<file path="config.mk">
export PLATFORM = sky130hd
export DESIGN_NAME = i2c_master_command_engine
export DESIGN_NICKNAME = d
export VERILOG_FILES = /design/src/verilog/i2c_master_command_engine_pkg.sv /design/src/verilog/i2c_master_command_engine.sv
export VERILOG_INCLUDE_DIRS = /design/src /design/src/verilog
export SDC_FILE = /design/constraint.sdc
export NUM_CORES = 1
export LEC_CHECK = 0
export ABC_AREA = 1
export BUFFER_PORTS_ARGS = -buffer_cell sky130_fd_sc_hd__buf_4
export CELL_PAD_IN_SITES_DETAIL_PLACEMENT = 0
export CELL_PAD_IN_SITES_GLOBAL_PLACEMENT = 1
export CORE_UTILIZATION = 45
export DETAILED_ROUTE_END_ITERATION = 12
export PLACE_DENSITY = 0.84
export SLEW_MARGIN = 20
export SYNTH_ARGS = -nofsm -noshare
export SYNTH_HDL_FRONTEND = slang
export SYNTH_SLANG_ARGS = --single-unit
</file>
<file path="constraint.sdc">
create_clock -name I_MCLK -period 6 [get_ports I_MCLK]
set_clock_uncertainty 0.1 [all_clocks]
set_input_delay 1.8 -clock I_MCLK [delete_from_list [all_inputs] [get_ports I_MCLK]]
set_output_delay 1.8 -clock I_MCLK [all_outputs]
set_load 0.1 [all_outputs]
</file>
<file path="src/verilog/i2c_master_command_engine_regs.svh">
// Register offsets, field positions, reset values and timing counts of the I2C master command engine
`ifndef I2C_MASTER_COMMAND_ENGINE_REGS_SVH
`define I2C_MASTER_COMMAND_ENGINE_REGS_SVH

`define MCS_OFFSET       4'h0
`define TAS_OFFSET       4'h4
`define BUF_OFFSET       4'h8

`define MCS_RUN_BIT      0
`define MCS_START_BIT    1
`define MCS_STOP_BIT     2
`define MCS_ACK_BIT      3
`define MCS_HS_BIT       4
`define MCS_GATE_BIT     7
`define MCS_BUSY_BIT     8
`define MCS_ERROR_BIT    9
`define MCS_ADDRNACK_BIT 10
`define MCS_DATANACK_BIT 11
`define MCS_ARBITRATION_LOST_FLAG_BIT  12

`define CMD_RESET        5'h00
`define TAS_RESET        8'h00
`define BUF_RESET        8'h00

// Quarter SCL period: 2500 ns at 25 ns clock -> 100 kHz bus
`define QUARTER_NS       2500
`define CLK_NS           25
`define QUARTER_CYC      (`QUARTER_NS / `CLK_NS)
`define MASTER_CODE      8'h0f

`endif
</file>
<file path="src/verilog/i2c_master_command_engine_pkg.sv">
// Types shared by the I2C master command engine
package i2c_master_command_engine_pkg;

  typedef struct packed {
    logic hs;
    logic ack;
    logic stop;
    logic start;
    logic run;
  } cmd_t;

  typedef struct packed {
    logic arb_lost;
    logic data_nack;
    logic addr_nack;
    logic error;
    logic busy;
  } status_t;

  typedef enum logic [1:0] {
    M_IDLE,
    M_TX,
    M_RX
  } mode_t;

  typedef enum logic [1:0] {
    OP_NONE,
    OP_SEND,
    OP_RECV
  } data_op_t;

  typedef struct packed {
    logic     valid;
    logic     do_start;
    logic     do_addr;
    logic     do_hs;
    data_op_t data;
    logic     do_stop;
    mode_t    next_mode;
  } plan_t;

endpackage

</file>
<file path="src/verilog/i2c_master_command_engine.sv">
// I2C master command engine: registers, command decode and SCL/SDA bit sequencer
`include "i2c_master_command_engine_regs.svh"
`timescale 1ns/1ps
`default_nettype none

// Overview of operation
// - Data-not-acknowledged flag set when a sent data byte got no acknowledge.
// - Address-not-acknowledged flag set when the sent address got no acknowledge.
// - Error flag set on address nack, data nack or lost arbitration.
// - Busy flag high while a byte moves; other flags invalid then.
// - Write with gate bit set updates only the four low command bits.
// - From idle, high-speed with run only sends master code, enters high speed.
// - Start gives START from idle, repeated START when the bus is owned.
// - Stop bit chooses STOP after data or keeping the bus for bursts.
// - Run launches the sequence selected by the other command bits.
// - Interrupt raised when a sequence completes or aborts on error.
// - From idle, start+run issue START and address, then send or receive.
// - Transmitter: run sends byte; stop alone STOPs; stop+run sends then STOPs.
// - Start+run in transmitter or receiver mode gives repeated START then transfer.
// - Receiver: run receives with ack bit response; nack with stop appends STOP.
// - Unlisted command combinations are no-operations.
// - Target address comes from bits 7..1 of the target address register.
// - Direction bit 0 selects receive when 1, send when 0.
// - Buffer is transmit byte when written, last received byte when read.
// - Written buffer byte is shifted out most significant bit first.
// - Arbitration-lost flag set when the last operation lost arbitration.
module i2c_master_command_engine
  import i2c_master_command_engine_pkg::*;
(
  input  wire logic        I_MCLK,
  input  wire logic        I_RESETN,
  input  wire logic [3:0]  I_ADDR,
  input  wire logic [31:0] I_WDATA,
  input  wire logic        I_WR,
  input  wire logic        I_RD,
  output logic      [31:0] O_RDATA,
  input  wire logic        I_SCL,
  output logic             O_SCL,
  output logic             O_SCL_OE,
  input  wire logic        I_SDA,
  output logic             O_SDA,
  output logic             O_SDA_OE,
  output logic             O_IRQ,
  output logic             O_HS_MODE
);

  typedef enum logic [3:0] {
    S_IDLE,
    S_START,
    S_BIT,
    S_ACK,
    S_STOP,
    S_DONE
  } seq_t;

  localparam logic [7:0] QCYC = 8'(`QUARTER_CYC - 1);

  cmd_t     cmd_q;
  logic [7:0] tas_q;
  logic [7:0] txbuf_q;
  logic [7:0] rxbuf_q;
  status_t  st_q;
  mode_t    mode_q;
  seq_t     seq_q;
  plan_t    plan_q;
  logic [7:0] shift_q;
  logic [3:0] bitcnt_q;
  logic [1:0] phase_q;
  logic [7:0] tick_q;
  logic       in_addr_q;
  logic       in_hs_q;
  logic       scl_low_q;
  logic       sda_low_q;
  logic       irq_q;
  logic       hs_q;
  logic [31:0] rdata_q;

  wire tick = (tick_q == 8'h00);
  wire wr_mcs = I_WR && (I_ADDR == `MCS_OFFSET);

  // Decodes one command against the present mode into a bus plan
  function automatic plan_t decode(input cmd_t c, input mode_t m, input logic rx_dir);
    plan_t p;
    p = '{valid: 1'b0, do_start: 1'b0, do_addr: 1'b0, do_hs: 1'b0,
          data: OP_NONE, do_stop: 1'b0, next_mode: m};
    if (!c.hs && c.start && c.run) begin
      if (!(rx_dir && c.ack && c.stop)) begin
        p.valid    = 1'b1;
        p.do_start = 1'b1;
        p.do_addr  = 1'b1;
        p.data     = rx_dir ? OP_RECV : OP_SEND;
        p.do_stop  = c.stop;
        p.next_mode = c.stop ? M_IDLE : (rx_dir ? M_RX : M_TX);
      end
    end else if (c.hs && !c.start && !c.stop && c.run && !c.ack && m == M_IDLE) begin
      p.valid = 1'b1;
      p.do_hs = 1'b1;
    end else if (!c.hs && !c.start && m == M_TX && (c.run || c.stop)) begin
      p.valid   = 1'b1;
      p.data    = c.run ? OP_SEND : OP_NONE;
      p.do_stop = c.stop;
      p.next_mode = c.stop ? M_IDLE : M_TX;
    end else if (!c.hs && !c.start && m == M_RX && (c.run || c.stop)) begin
      if (!(c.run && c.ack && c.stop)) begin
        p.valid   = 1'b1;
        p.data    = c.run ? OP_RECV : OP_NONE;
        p.do_stop = c.stop;
        p.next_mode = c.stop ? M_IDLE : M_RX;
      end
    end
    return p; // unlisted combinations stay invalid
  endfunction

  plan_t      new_plan;

  assign new_plan = decode(cmd_q, mode_q, tas_q[0]);

  // Command register; run, start and stop clear once run or stop is seen in idle, whether the command is accepted or refused
  always_ff @(posedge I_MCLK or negedge I_RESETN) begin
    if (!I_RESETN) begin
      cmd_q <= cmd_t'(`CMD_RESET);
    end else if (wr_mcs) begin
      cmd_q.run   <= I_WDATA[`MCS_RUN_BIT];
      cmd_q.start <= I_WDATA[`MCS_START_BIT];
      cmd_q.stop  <= I_WDATA[`MCS_STOP_BIT];
      cmd_q.ack   <= I_WDATA[`MCS_ACK_BIT];
      if (!I_WDATA[`MCS_GATE_BIT]) begin
        cmd_q.hs <= I_WDATA[`MCS_HS_BIT];
      end
    end else if (seq_q == S_IDLE && (cmd_q.run || cmd_q.stop)) begin
      cmd_q.run   <= 1'b0;
      cmd_q.stop  <= 1'b0;
      cmd_q.start <= 1'b0;
    end
  end

  always_ff @(posedge I_MCLK or negedge I_RESETN) begin
    if (!I_RESETN) begin
      tas_q   <= `TAS_RESET;
      txbuf_q <= `BUF_RESET;
    end else if (I_WR) begin
      if (I_ADDR == `TAS_OFFSET) begin
        tas_q <= I_WDATA[7:0];
      end
      if (I_ADDR == `BUF_OFFSET) begin
        txbuf_q <= I_WDATA[7:0];
      end
    end
  end

  // Quarter-bit timer; SCL held low by a slave stretches the high quarter
  always_ff @(posedge I_MCLK or negedge I_RESETN) begin
    if (!I_RESETN) begin
      tick_q <= 8'h00;
    end else if (seq_q == S_IDLE || tick) begin
      tick_q <= (phase_q == 2'd2 && !scl_low_q && !I_SCL) ? 8'h00 : QCYC;
    end else begin
      tick_q <= tick_q - 8'h01;
    end
  end

  wire stretch = (phase_q == 2'd2) && !scl_low_q && !I_SCL;
  wire tx_bit  = (seq_q == S_BIT) && !(plan_q.data == OP_RECV && !in_addr_q && !in_hs_q);
  wire arb_lost = tx_bit && !sda_low_q && !I_SDA && phase_q == 2'd2 && tick;

  // Bit sequencer, four quarters per bit: SCL low, rise, high sample, fall
  always_ff @(posedge I_MCLK or negedge I_RESETN) begin
    if (!I_RESETN) begin
      seq_q     <= S_IDLE;
      plan_q    <= '0;
      phase_q   <= 2'd0;
      bitcnt_q  <= 4'h0;
      shift_q   <= 8'h00;
      in_addr_q <= 1'b0;
      in_hs_q   <= 1'b0;
      scl_low_q <= 1'b0;
      sda_low_q <= 1'b0;
      mode_q    <= M_IDLE;
      hs_q      <= 1'b0;
      rxbuf_q   <= `BUF_RESET;
      st_q      <= '0;
      irq_q     <= 1'b0;
    end else begin
      irq_q <= 1'b0;
      case (seq_q)
        S_IDLE: begin
          if ((cmd_q.run || cmd_q.stop) && !wr_mcs) begin
            if (new_plan.valid) begin
              plan_q  <= new_plan;
              st_q    <= '{arb_lost: 1'b0, data_nack: 1'b0, addr_nack: 1'b0, error: 1'b0, busy: 1'b1};
              phase_q <= 2'd0;
              if (new_plan.do_start || new_plan.do_hs) begin
                // Master code needs a START too, or no slave frames it
                seq_q <= S_START;
              end else if (new_plan.data != OP_NONE) begin
                seq_q <= S_BIT;
                shift_q <= txbuf_q;
                bitcnt_q <= 4'h0;
              end else begin
                seq_q <= S_STOP;
              end
            end
          end
        end
        S_START: if (tick) begin
          // Release both lines, then pull SDA low while SCL high
          phase_q <= phase_q + 2'd1;
          case (phase_q)
            2'd0: sda_low_q <= 1'b0;
            2'd1: scl_low_q <= 1'b0;
            2'd2: sda_low_q <= 1'b1;
            default: begin
              scl_low_q <= 1'b1;
              seq_q     <= S_BIT;
              bitcnt_q  <= 4'h0;
              if (plan_q.do_hs) begin
                in_hs_q <= 1'b1;
                shift_q <= `MASTER_CODE;
              end else begin
                in_addr_q <= 1'b1;
                shift_q   <= tas_q;
              end
            end
          endcase
        end
        S_BIT, S_ACK: if (tick && !stretch) begin
          phase_q <= phase_q + 2'd1;
          case (phase_q)
            2'd0: begin
              scl_low_q <= 1'b1;
              if (seq_q == S_ACK) begin
                sda_low_q <= (plan_q.data == OP_RECV && !in_addr_q) ? cmd_q.ack : 1'b0;
              end else begin
                sda_low_q <= tx_bit ? !shift_q[7] : 1'b0;
              end
            end
            2'd1: scl_low_q <= 1'b0;
            2'd2: begin
              if (arb_lost) begin
                st_q.arb_lost <= 1'b1;
                st_q.error    <= 1'b1;
                sda_low_q <= 1'b0;
                scl_low_q <= 1'b0;
                mode_q    <= M_IDLE;
                in_addr_q <= 1'b0;
                in_hs_q   <= 1'b0;
                seq_q     <= S_DONE;
              end else if (seq_q == S_BIT) begin
                shift_q <= {shift_q[6:0], I_SDA};
              end else if (I_SDA && in_addr_q) begin
                st_q.addr_nack <= 1'b1;
                st_q.error     <= 1'b1;
              end else if (I_SDA && !in_hs_q && plan_q.data == OP_SEND) begin
                st_q.data_nack <= 1'b1;
                st_q.error     <= 1'b1;
              end
            end
            default: begin
              scl_low_q <= 1'b1;
              if (seq_q == S_BIT) begin
                bitcnt_q <= bitcnt_q + 4'h1;
                if (bitcnt_q == 4'h7) begin
                  seq_q <= S_ACK;
                end
              end else if (in_hs_q) begin
                in_hs_q <= 1'b0;
                hs_q    <= 1'b1;
                seq_q   <= S_DONE;
              end else if (in_addr_q) begin
                in_addr_q <= 1'b0;
                if (st_q.addr_nack) begin
                  seq_q <= S_STOP;
                end else begin
                  seq_q    <= S_BIT;
                  shift_q  <= txbuf_q;
                  bitcnt_q <= 4'h0;
                end
              end else begin
                if (plan_q.data == OP_RECV) begin
                  rxbuf_q <= shift_q;
                end
                seq_q <= (plan_q.do_stop || st_q.data_nack) ? S_STOP : S_DONE;
              end
            end
          endcase
        end
        S_STOP: if (tick) begin
          // SDA low under low SCL, raise SCL, then release SDA
          phase_q <= phase_q + 2'd1;
          case (phase_q)
            2'd0: begin
              scl_low_q <= 1'b1;
              sda_low_q <= 1'b1;
            end
            2'd1: scl_low_q <= 1'b0;
            2'd2: sda_low_q <= 1'b0;
            default: begin
              hs_q  <= 1'b0;
              seq_q <= S_DONE;
            end
          endcase
        end
        S_DONE: begin
          st_q.busy <= 1'b0;
          irq_q     <= 1'b1;
          seq_q     <= S_IDLE;
          if (!st_q.arb_lost) begin
            mode_q <= (st_q.addr_nack || plan_q.do_stop) ? M_IDLE : plan_q.next_mode;
          end
        end
        default: seq_q <= S_IDLE;
      endcase
    end
  end

  always_ff @(posedge I_MCLK or negedge I_RESETN) begin
    if (!I_RESETN) begin
      rdata_q <= 32'h0000_0000;
    end else if (I_RD) begin
      case (I_ADDR)
        `MCS_OFFSET: rdata_q <= {19'h0_0000, st_q.arb_lost, st_q.data_nack, st_q.addr_nack,
                                  st_q.error, st_q.busy, 3'h0, cmd_q.hs, cmd_q.ack,
                                  cmd_q.stop, cmd_q.start, cmd_q.run};
        `TAS_OFFSET: rdata_q <= {24'h00_0000, tas_q};
        `BUF_OFFSET: rdata_q <= {24'h00_0000, rxbuf_q};
        default:     rdata_q <= 32'h0000_0000;
      endcase
    end else begin
      rdata_q <= 32'h0000_0000;
    end
  end

  // Open-drain: only ever drive low
  always_ff @(posedge I_MCLK or negedge I_RESETN) begin
    if (!I_RESETN) begin
      O_SCL_OE <= 1'b0;
      O_SDA_OE <= 1'b0;
    end else begin
      O_SCL_OE <= scl_low_q;
      O_SDA_OE <= sda_low_q;
    end
  end

  assign O_SCL     = 1'b0;
  assign O_SDA     = 1'b0;
  assign O_RDATA   = rdata_q;
  assign O_IRQ     = irq_q;
  assign O_HS_MODE = hs_q;

  a_busy_end_irq: assert property (@(posedge I_MCLK) disable iff (!I_RESETN)
    $fell(st_q.busy) |-> irq_q)
    else $error("busy fell without interrupt");
  a_error_cause: assert property (@(posedge I_MCLK) disable iff (!I_RESETN)
    st_q.error |-> (st_q.addr_nack || st_q.data_nack || st_q.arb_lost))
    else $error("error flag without cause");
  a_gate_keeps_hs: assert property (@(posedge I_MCLK) disable iff (!I_RESETN)
    (wr_mcs && I_WDATA[`MCS_GATE_BIT]) |=> (cmd_q.hs == $past(cmd_q.hs)))
    else $error("gated write changed high speed bit");
  a_illegal_nop: assert property (@(posedge I_MCLK) disable iff (!I_RESETN)
    (seq_q == S_IDLE && cmd_q.run && !wr_mcs && !new_plan.valid) |=> (seq_q == S_IDLE && mode_q == $past(mode_q)))
    else $error("illegal command started activity");
  a_start_first: assert property (@(posedge I_MCLK) disable iff (!I_RESETN)
    (seq_q == S_IDLE && !wr_mcs && cmd_q.run && new_plan.valid && new_plan.do_start) |=> seq_q == S_START)
    else $error("start command did not begin with START");
  a_run_consumed: assert property (@(posedge I_MCLK) disable iff (!I_RESETN)
    (seq_q == S_IDLE && cmd_q.run && !wr_mcs) |=> !cmd_q.run)
    else $error("run bit not consumed");
  a_addr_nack_stop: assert property (@(posedge I_MCLK) disable iff (!I_RESETN)
    $rose(st_q.addr_nack) |-> ##[1:400] seq_q == S_STOP)
    else $error("address nack not followed by STOP");
  a_busy_launch: assert property (@(posedge I_MCLK) disable iff (!I_RESETN)
    (seq_q == S_IDLE && !wr_mcs && (cmd_q.run || cmd_q.stop) && new_plan.valid) |=> st_q.busy)
    else $error("busy not set on launch");

endmodule

`default_nettype wire

</file>
==> metrics, run 1 <==
drt initial violations=181; Commonest cells post-synth=172 x nand2_1, 88 x dfrtp_1, 66 x inv_1, 54 x nor2_1, 45 x o21ai_0; mapped cell area=0.004811 mm2; WS Path Type=primary input to register; f_max=~300 MHz; Num Clock Sinks=88; Pwr Density=437.1 mW/mm2; CP peak stage delay=0.34 ns; Port Buffer Count=34; XOR/XNOR share of the synthesized area=1.092%; crit-path cells=buf_4 > nor2_1 > nand3_1 > inv_1 > nor2_1 > nand2_1 > inv_1 > nor2_1 > a21oi_1; CTS tree=yes; vias post-DR=around 4000; WL final=11.16 mm; total gr overflow=0; Die Area=0.01111 mm2; IO Pins=80; critical path required time=6.15 ns; total track usage=21.61%; area leader, netlist=dfrtp_1; VDD IR-drop max=173.3 uV; top post-synthesis cells by area=dfrtp_1 46%, nand2_1 13%, inv_1 5.1%; path depth of the worst reg2reg path=10; initial antenna violation count=0; synth-to-layout area growth=10.38%; H-tree Lvls=3; clock latency on the worst-skew pair=0.37 ns; Leakage=2.671 nW; Post-CTS Repair Setup Buffers=0; simple-gate share of the synthesized area=29.28%; Worst-Margin Slew=roughly 0.83 ns; layout cells sized above 1=12.69%; Setup TNS=0 ns; nature of the critical path endpoint=register; Crit path top cell by count=nor2_1; fin. max-slew vios=0; clock slew at reported path FFs=approximately 0.090 ns; Pre-antenna DRT Iters=5; DRT antenna net count=0; Core Region=0.01032 mm2; row cnt=37; Worst EP arrival=3.44 ns; Power Total=2.321 mW; Tmin final=3.283 ns; largest family of logic cells by synthesized area=simple AND/OR/NAND/NOR gates; ratio of final minimum period to clock period=54.72%; dpl cells=782; Die Wd=about 110 um; syn avg cell area=7.735 um2; mux cell area share after synthesis=less than 1%; worst hold path class=register to register; Post-CTS Hold Buffers=0; Final Setup Violations=0; drt wl/cell=13.99 um; Post-Synth Adder-Cell Area=1.821%; cts bufs inserted=9; final estimated routing congestion in global placement=about 0.86; DR vias/cell=5.110; synth unique cells=41; Nets=706; first-pass GRT wire length=18.80 mm; Initial Util=46.60%; HPWL Detailed=8.288 mm; Slew HR=44.79%; top-area cell type share of the netlist area=45.77%; vias in the first global route=3873; count leader, synth=nand2_1; Yosys reg bits=88; fin cells=roughly 800; hold depth=0; post-synthesis sequential area ratio=between 40 and 50%; outcome=completed; max-cap violations=0; Critical Path Slowest Stage Cell=nand3_1; die extent in y=105.4 um; worst-path fanout max=11; CTS Buffer Depth=2; final hold slack=0.2815 ns; Async SR Flop Fraction=100.0%; yosys warns=0; final hold vios=0; commonest register cell after synthesis=dfrtp_1; RSZ-0062 raised after global routing=false; Compound-Gate Fraction of Synth Area=11.55%; clock root buffer master=clkbuf_8; Syn Inst Count=622; Ant. Diodes=0; DRC=0; Post-CTS Resized=0; largest net degree at the start of global routing=89; Startpoint Class=primary input; Post-synth EDFFs=0
==> through the flow <==
step / area, um2 / setup WS [ns] / utilization (%)
5_1_grt: 5310 / 2.459 / 51.44
3_3_place_gp: 5102 / 2.373 / 49.42
3_5_place_dp: 5102 / 2.339 / 49.42
4_1_cts: 5306 / 2.729 / 51.40
2_1_floorplan: 4886 / 2.987 / -
6_report: 5310 / 2.717 / 51.44
==> state kept, by name (all words and copies together), names as in the netlist, 2 cells and up <==
signal    count
shift_q       8
bitcnt_q      4
mode_q        2
txbuf_q       8
plan_q        6
tas_q         8
st_q          5
O_RDATA      13
tick_q        8
rxbuf_q       8
seq_q         3
phase_q       2
cmd_q         5
==> cells in the final DEF (no fill, tap or decap), types with 9 or more instances in the layout <==
cell / n
nand2_1: 172
dfrtp_1: 88
inv_1: 66
nor2_1: 54
o21ai_0: 45
nand3_1: 38
buf_4: 33
conb_1: 21
a21oi_1: 18
nand4_1: 14
o21ai_1: 14
o211ai_1: 12
clkbuf_8: 9
==> per-layer routing <==
metal / global-route usage, % / part of all wire (%) / routed length, um / vias to the layer above
li1: - / - / - / 2041
met1: 29.50 / 46 / 5189 / 1917
met2: 35.29 / 48 / 5322 / 106
met3: 2.597 / 4.2 / 470 / 14
met4: 7.948 / 1.6 / 179 / 0
met5: 0 / 0 / 0 / -
==> worst max-delay path: cells and delay by family <==
family	cells	cell delay (ns)
buf+inv	3	0.55
compound gates	1	0.05
simple gates	5	1.06
==> worst paths after layout <==
| kind | from | endpoint | slack (ns) |
|---|---|---|---|
| setup reg to reg | seq_q[0] | shift_q[7] | 3.53 |
| hold reg to reg | scl_low_q | O_SCL_OE | 0.28 |
| hold / removal | scl_low_q | O_SCL_OE | 0.28 |
| min in group asynchronous | I_RESETN | O_RDATA[10] | 1.38 |
| max in group asynchronous | I_RESETN | bitcnt_q[3] | 3.89 |
| setup / recovery | I_ADDR[1] | plan_q[1] | 2.72 |
==> kinds of logic after synthesis <==
logic type	after synthesis
buf+inv	105
xor+xnor	6
fa+ha+maj	7
simple gates	314
compound gates	100
other cells	1
mux	1
flops	88
==> report_power, final <==
part / switching (mW) / internal [mW] / leakage, nW
Sequential: 0.106 / 0.718 / 1.14
Clock: 0.232 / 0.198 / 0.102
Combinational: 0.771 / 0.296 / 1.43
==> layout make-up <==
cell class / count / area, um2
sequential: 88 / 2202
timing repair buffer: 34 / 259.0
clock inverter: 7 / 80.08
clock buffer: 9 / 123.9
fill: 1036 / 5014
multi-input combinational: 449 / 2193
tap: 136 / 170.2
inverter: 75 / 281.5
Power figures use the tool's default switching activity.
==> inputs of run 2 (changes only) <==
Settings changed: CORE_UTILIZATION 45 to 41, PLACE_DENSITY 0.84 to 0.77.
Clock period 6 ns to 3.3 ns, I/O delays scaled along.
==> metrics, run 2 (synthesis results as in run 1) <==
Reg area=0.002202 mm2 (unchanged); crit-path cells=buf_4 > nor2_1 > nand3_1 > inv_1 > nor2_1 > nand2_1 > inv_1 > nor2_1 > a21oi_1; initial antenna violation count=0 (unchanged); Startpoint Class=primary input; Comb power frac=43.1% (-2.9 points); Tmin final=2.442 ns; nature of the critical path endpoint=register; VDD IR-drop max=349.4 uV (+100%); IO Pins=80 (unchanged); DR vias/cell=5.108 (about the same); total gr overflow=0 (unchanged); final hold slack=0.2729 ns (-0.008589 ns); drt wl/cell=14.40 um (+3.0%); Worst-Margin Slew=0.7498 ns (-0.07531 ns); RSZ-0062 raised after global routing=false; area occupied by multi-input gates=0.002193 mm2 (unchanged); WL final=11.64 mm (+4.3%); worst-path fanout max=11 (unchanged); clock latency on the worst-skew pair=0.35 ns (-0.02 ns); ratio of final minimum period to clock period=74.01%; final hold vios=0 (unchanged); drt initial violations=241 (+33%); die extent in y=110.3 um (+4.7%); critical path required time=3.43 ns (-2.72 ns); CTS Buffer Depth=2 (unchanged); clock share of power=23.9% (+5.4 points); HPWL Detailed=8.695 mm (+4.9%); Post-CTS Repair Setup Buffers=0 (unchanged); Die Area=0.01217 mm2 (+9.6%); first-pass GRT wire length=19.36 mm (+3.0%); CTS tree=yes; outcome=completed; Num Clock Sinks=88 (unchanged); Pre-antenna DRT Iters=5 (unchanged); sw frac=45.47% (-2.3 points); Post-CTS Hold Buffers=0 (unchanged); final instance area=0.005460 mm2 (+2.8%); Worst EP arrival=2.57 ns (-0.87 ns); largest net degree at the start of global routing=50 (-44%); f_max=409.4 MHz; synth-to-layout area growth=13.50%; Largest register FFs=13 (unchanged); worst hold path class=register to register; DRT antenna net count=0 (unchanged); vias in the first global route=3886 (+0.34%); Nets=709 (+0.42%); sequential share of power=33.0% (-2.5 points); DP Area=0.005146 mm2 (+0.86%); H-tree Lvls=3 (unchanged); dpl cells=792 (+1.3%); most common cell after layout, fill and taps aside=nand2_1; cts bufs inserted=9 (unchanged); layout cells sized above 1=13.08% (+0.39 points); Die Wd=110.3 um (+4.7%); Final Setup Violations=0 (unchanged); final estimated routing congestion in global placement=0.8587 (-0.65%); Slew HR=49.87% (+5.1 points); Leakage=2.740 nW (+2.6%); pre-CTS WS=0.5149 ns (-1.824 ns); clock root buffer master=clkbuf_16; most frequent cells in the layout=172 x nand2_1, 88 x dfrtp_1, 66 x inv_1; Initial Util=42.13% (-4.5 points); Final WS setup=0.8576 ns (-1.859 ns); Ant. Diodes=0 (unchanged); WS Path Type=primary input to register; DRC=0 (unchanged); row cnt=39 (+5.4%); fin. max-slew vios=0 (unchanged); max-cap violations=0 (unchanged); Port Buffer Count=34 (unchanged); Post-CTS Resized=0 (unchanged); Critical Path Slowest Stage Cell=nand3_1; Core Region=0.01142 mm2 (+11%); vias post-DR=4127 (+1.2%); P_int=2.477 mW (+100%); total track usage=21.25% (-0.36 points); Switch Pwr=2.066 mW (+86%); CP peak stage delay=0.30 ns (-0.04 ns); clock slew at reported path FFs=0.06 ns (-0.03 ns); Setup TNS=0 ns (unchanged); Crit path top cell by count=nor2_1; Pwr Density=831.9 mW/mm2 (+90%); fillers=1183 (+14%); fin cells=808 (+1.3%)
run 2: cell count changes in the layout (fill, tap and decap cells not counted):
cell,change
buf_6,-1
clkbuf_16,+9
clkinv_2,-1
clkinv_4,-1
buf_12,+1
clkbuf_8,-8
buf_4,+3
inv_6,+1
run 2: area by class of cell:
| type | instances | area share, % |
|---|---|---|
| Inverter | 75 | 5.156 |
| Multi-Input combinational cell | 449 | 40.17 |
| Clock inverter | 6 | 1.375 |
| Timing Repair Buffer | 37 | 5.316 |
| Clock buffer | 10 | 4.377 |
| Tap cell | 143 | 3.277 |
| Sequential cell | 88 | 40.33 |
run 2: power by group through the flow:
stage          Clock [mW]  Sequential [mW]  Combinational [mW]
6_report             1.09             1.50                1.96
5_1_grt              1.16             1.53                2.22
4_1_cts              1.11             1.50                1.97
3_5_place_dp            0             1.52                1.95
3_3_place_gp            0             1.51                1.94
2_1_floorplan           0             1.61                1.43
run 2: final timing paths:
kind	start	to	slack (ns)	cells past startpoint
worst min-delay path	scl_low_q	O_SCL_OE	0.27	0
worst min register to register	scl_low_q	O_SCL_OE	0.27	0
max in group asynchronous	I_RESETN	phase_q[0]	1.94	2
worst max register to register	phase_q[0]	bitcnt_q[1]	1.00	13
min in group asynchronous	I_RESETN	mode_q[0]	0.51	1
worst max-delay path	I_ADDR[1]	plan_q[1]	0.86	9
run 2: layer usage:
metal | global-route usage, % | routed length, um | vias to the layer above
li1 | - | - | 2050
met1 | 28.43 | 5447 | 1939
met2 | 33.54 | 5331 | 119
met3 | 3.880 | 598 | 19
met4 | 9.305 | 262 | 0
met5 | 0 | 0 | -
run 2: worst max-delay path, delay by kind of cell:
family,cells,cell delay [ns]
buf+inv,3,0.55
simple gates,5,0.99
compound gates,1,0.04
run 2: stage by stage:
step	power, mW	utilization (%)
detailed placement	3.472	45.07
global placement	3.452	45.07
global route	4.907	47.82
floorplan	3.034	-
finish	4.542	47.82
CTS	4.577	47.82
==> inputs of run 3 (changes only) <==
Settings changed: CORE_UTILIZATION 41 to 37, PLACE_DENSITY 0.77 to 0.74.
Clock period 3.3 ns to 2.17 ns, I/O delays scaled along.
==> metrics, run 3 (synthesis results as in run 1) <==
Core Region=0.01267 mm2 (+11%); Core Util, Final=44.65% (-3.2 points); Pwr Density=1224 mW/mm2 (+47%); Startpoint Class=register; Worst R2R Start=phase_q[0]; clock root buffer master=clkbuf_16; Die Area=0.01346 mm2 (+11%); Power Total=6.925 mW (+52%); first-pass GRT wire length=19.95 mm (+3.0%); max-cap violations=0 (unchanged); Die Wd=116.0 um (+5.2%); worst hold path class=primary input to async pin; WS Path Type=register to register; worst-path fanout max=9 (-2); IO Pins=80 (unchanged); dpl cells=844 (+6.6%); DRT antenna net count=0 (unchanged); CP Launch Point=phase_q[0]; clock slew at reported path FFs=0.07 ns (about the same); drt initial violations=217 (-10%); final hold vios=0 (unchanged); Nets=732 (+3.2%); RSZ-0062 raised after global routing=true; die extent in y=116.0 um (+5.2%); Post-CTS Hold Buffers=0 (unchanged); CTS Buffer Depth=2 (unchanged); clock latency on the worst-skew pair=0.35 ns (about the same); layout cells sized above 1=16.57% (+3.5 points); nature of the critical path endpoint=register; DRC=0 (unchanged); total gr overflow=0 (unchanged); Tmin final=2.009 ns; row cnt=41 (+5.1%); most frequent cells in the layout=171 x nand2_1, 88 x dfrtp_1, 66 x inv_1; WL final=12.28 mm (+5.5%); ratio of final minimum period to clock period=92.60%; most common cell after layout, fill and taps aside=nand2_1; Worst EP arrival=2.19 ns (-0.38 ns); Final Setup Violations=0 (unchanged); VDD IR-drop max=412.2 uV (+18%); drt wl/cell=14.28 um (-0.86%); vias in the first global route=3953 (+1.7%); Post-CTS Repair Setup Buffers=0 (unchanged); Ant. Diodes=0 (unchanged); final hold slack=0.09895 ns (-0.1739 ns); largest net degree at the start of global routing=40 (-20%); Setup TNS=0 ns (unchanged); Largest register FFs=13 (unchanged); Pre-antenna DRT Iters=4 (-1); final estimated routing congestion in global placement=0.8784 (+2.3%); Port Buffer Count=34 (unchanged); fin. max-slew vios=0 (unchanged); path depth of the worst reg2reg path=12 (-1); synth-to-layout area growth=17.61%; Num Clock Sinks=88 (unchanged); H-tree Lvls=3 (unchanged); Leakage=2.828 nW (+3.2%); CTS tree=yes; vias post-DR=4141 (+0.34%); fin cells=860 (+6.4%); cts bufs inserted=9 (unchanged); critical path required time=2.35 ns (-1.08 ns); Slew HR=63.31% (+13 points); HPWL Detailed=9.251 mm (+6.4%); initial antenna violation count=0 (unchanged); DR vias/cell=4.815 (-5.7%); total track usage=19.84% (-1.4 points); outcome=completed; Initial Util=37.97% (-4.2 points); Worst-Margin Slew=0.5490 ns (-0.2008 ns); f_max=497.7 MHz
[run 3: changes by cell type in the layout (fill, tap and decap cells not counted), sizes merged]
cell	change
bufinv	-1
clkinv	-1
clkinvlp	+2
buf	+23
[run 3: path summary, 6_finish.rpt]
kind | to | slack (ns)
worst max-delay path | shift_q[7] | 0.16
worst min-delay path | plan_q[3] | 0.1
worst max register to register | shift_q[7] | 0.16
worst min register to register | O_SCL_OE | 0.28
max in group asynchronous | tick_q[6] | 1.30
min in group I_MCLK | O_SCL_OE | 0.28
[run 3: critical path: stages (launching register included)]
cell and delay [ns]:
dfrtp_1 0.38, inv_1 0.11, ha_2 0.27, inv_1 0.10
nor3_1 0.20, nand2_1 0.10, nor2_2 0.18, nor2_1 0.08
nand2_2 0.14, nor2_8 0.08, nand2_4 0.10, nand2_1 0.06
nand2_1 0.06
[run 3: cell type report]
type	count	area [um2]
clock inverter	6	48.80
inverter	75	281.5
fill	1323	7013
sequential	88	2202
timing repair buffer	60	462.9
tap	172	215.2
multi-input combinational	449	2208
clock buffer	10	239.0
[run 3: per-stage QoR]
stage / worst slack (ns) / area [um2]
after floorplan: 0.2551 / 4886
after global placement: 0.03968 / 5355
after detailed placement: 0.03035 / 5355
after CTS: 0.006880 / 5643
after global routing: -0.02393 / 5658
final: 0.1606 / 5658
[run 3: timing repair]
item	in CTS	in global routing
hold endpoints to repair	0	0
endpoints found under the setup margin	0	22
resized for setup	0	5
[run 3: power by group]
part	total [mW]	internal [mW]	switching, mW
clock	1.51	0.819	0.693
combinational	3.15	0.947	2.20
sequential	2.26	1.99	0.275
[run 3: per-layer routing]
layer / wire length [um] / up-vias / part of all wire [%] / track usage, %
li1: - / 2096 / - / -
met1: 5759 / 1943 / 47 / 26.17
met2: 5871 / 88 / 48 / 32.02
met3: 415 / 14 / 3.4 / 3.033
met4: 233 / 0 / 1.9 / 9.231
met5: 0 / - / 0 / 0
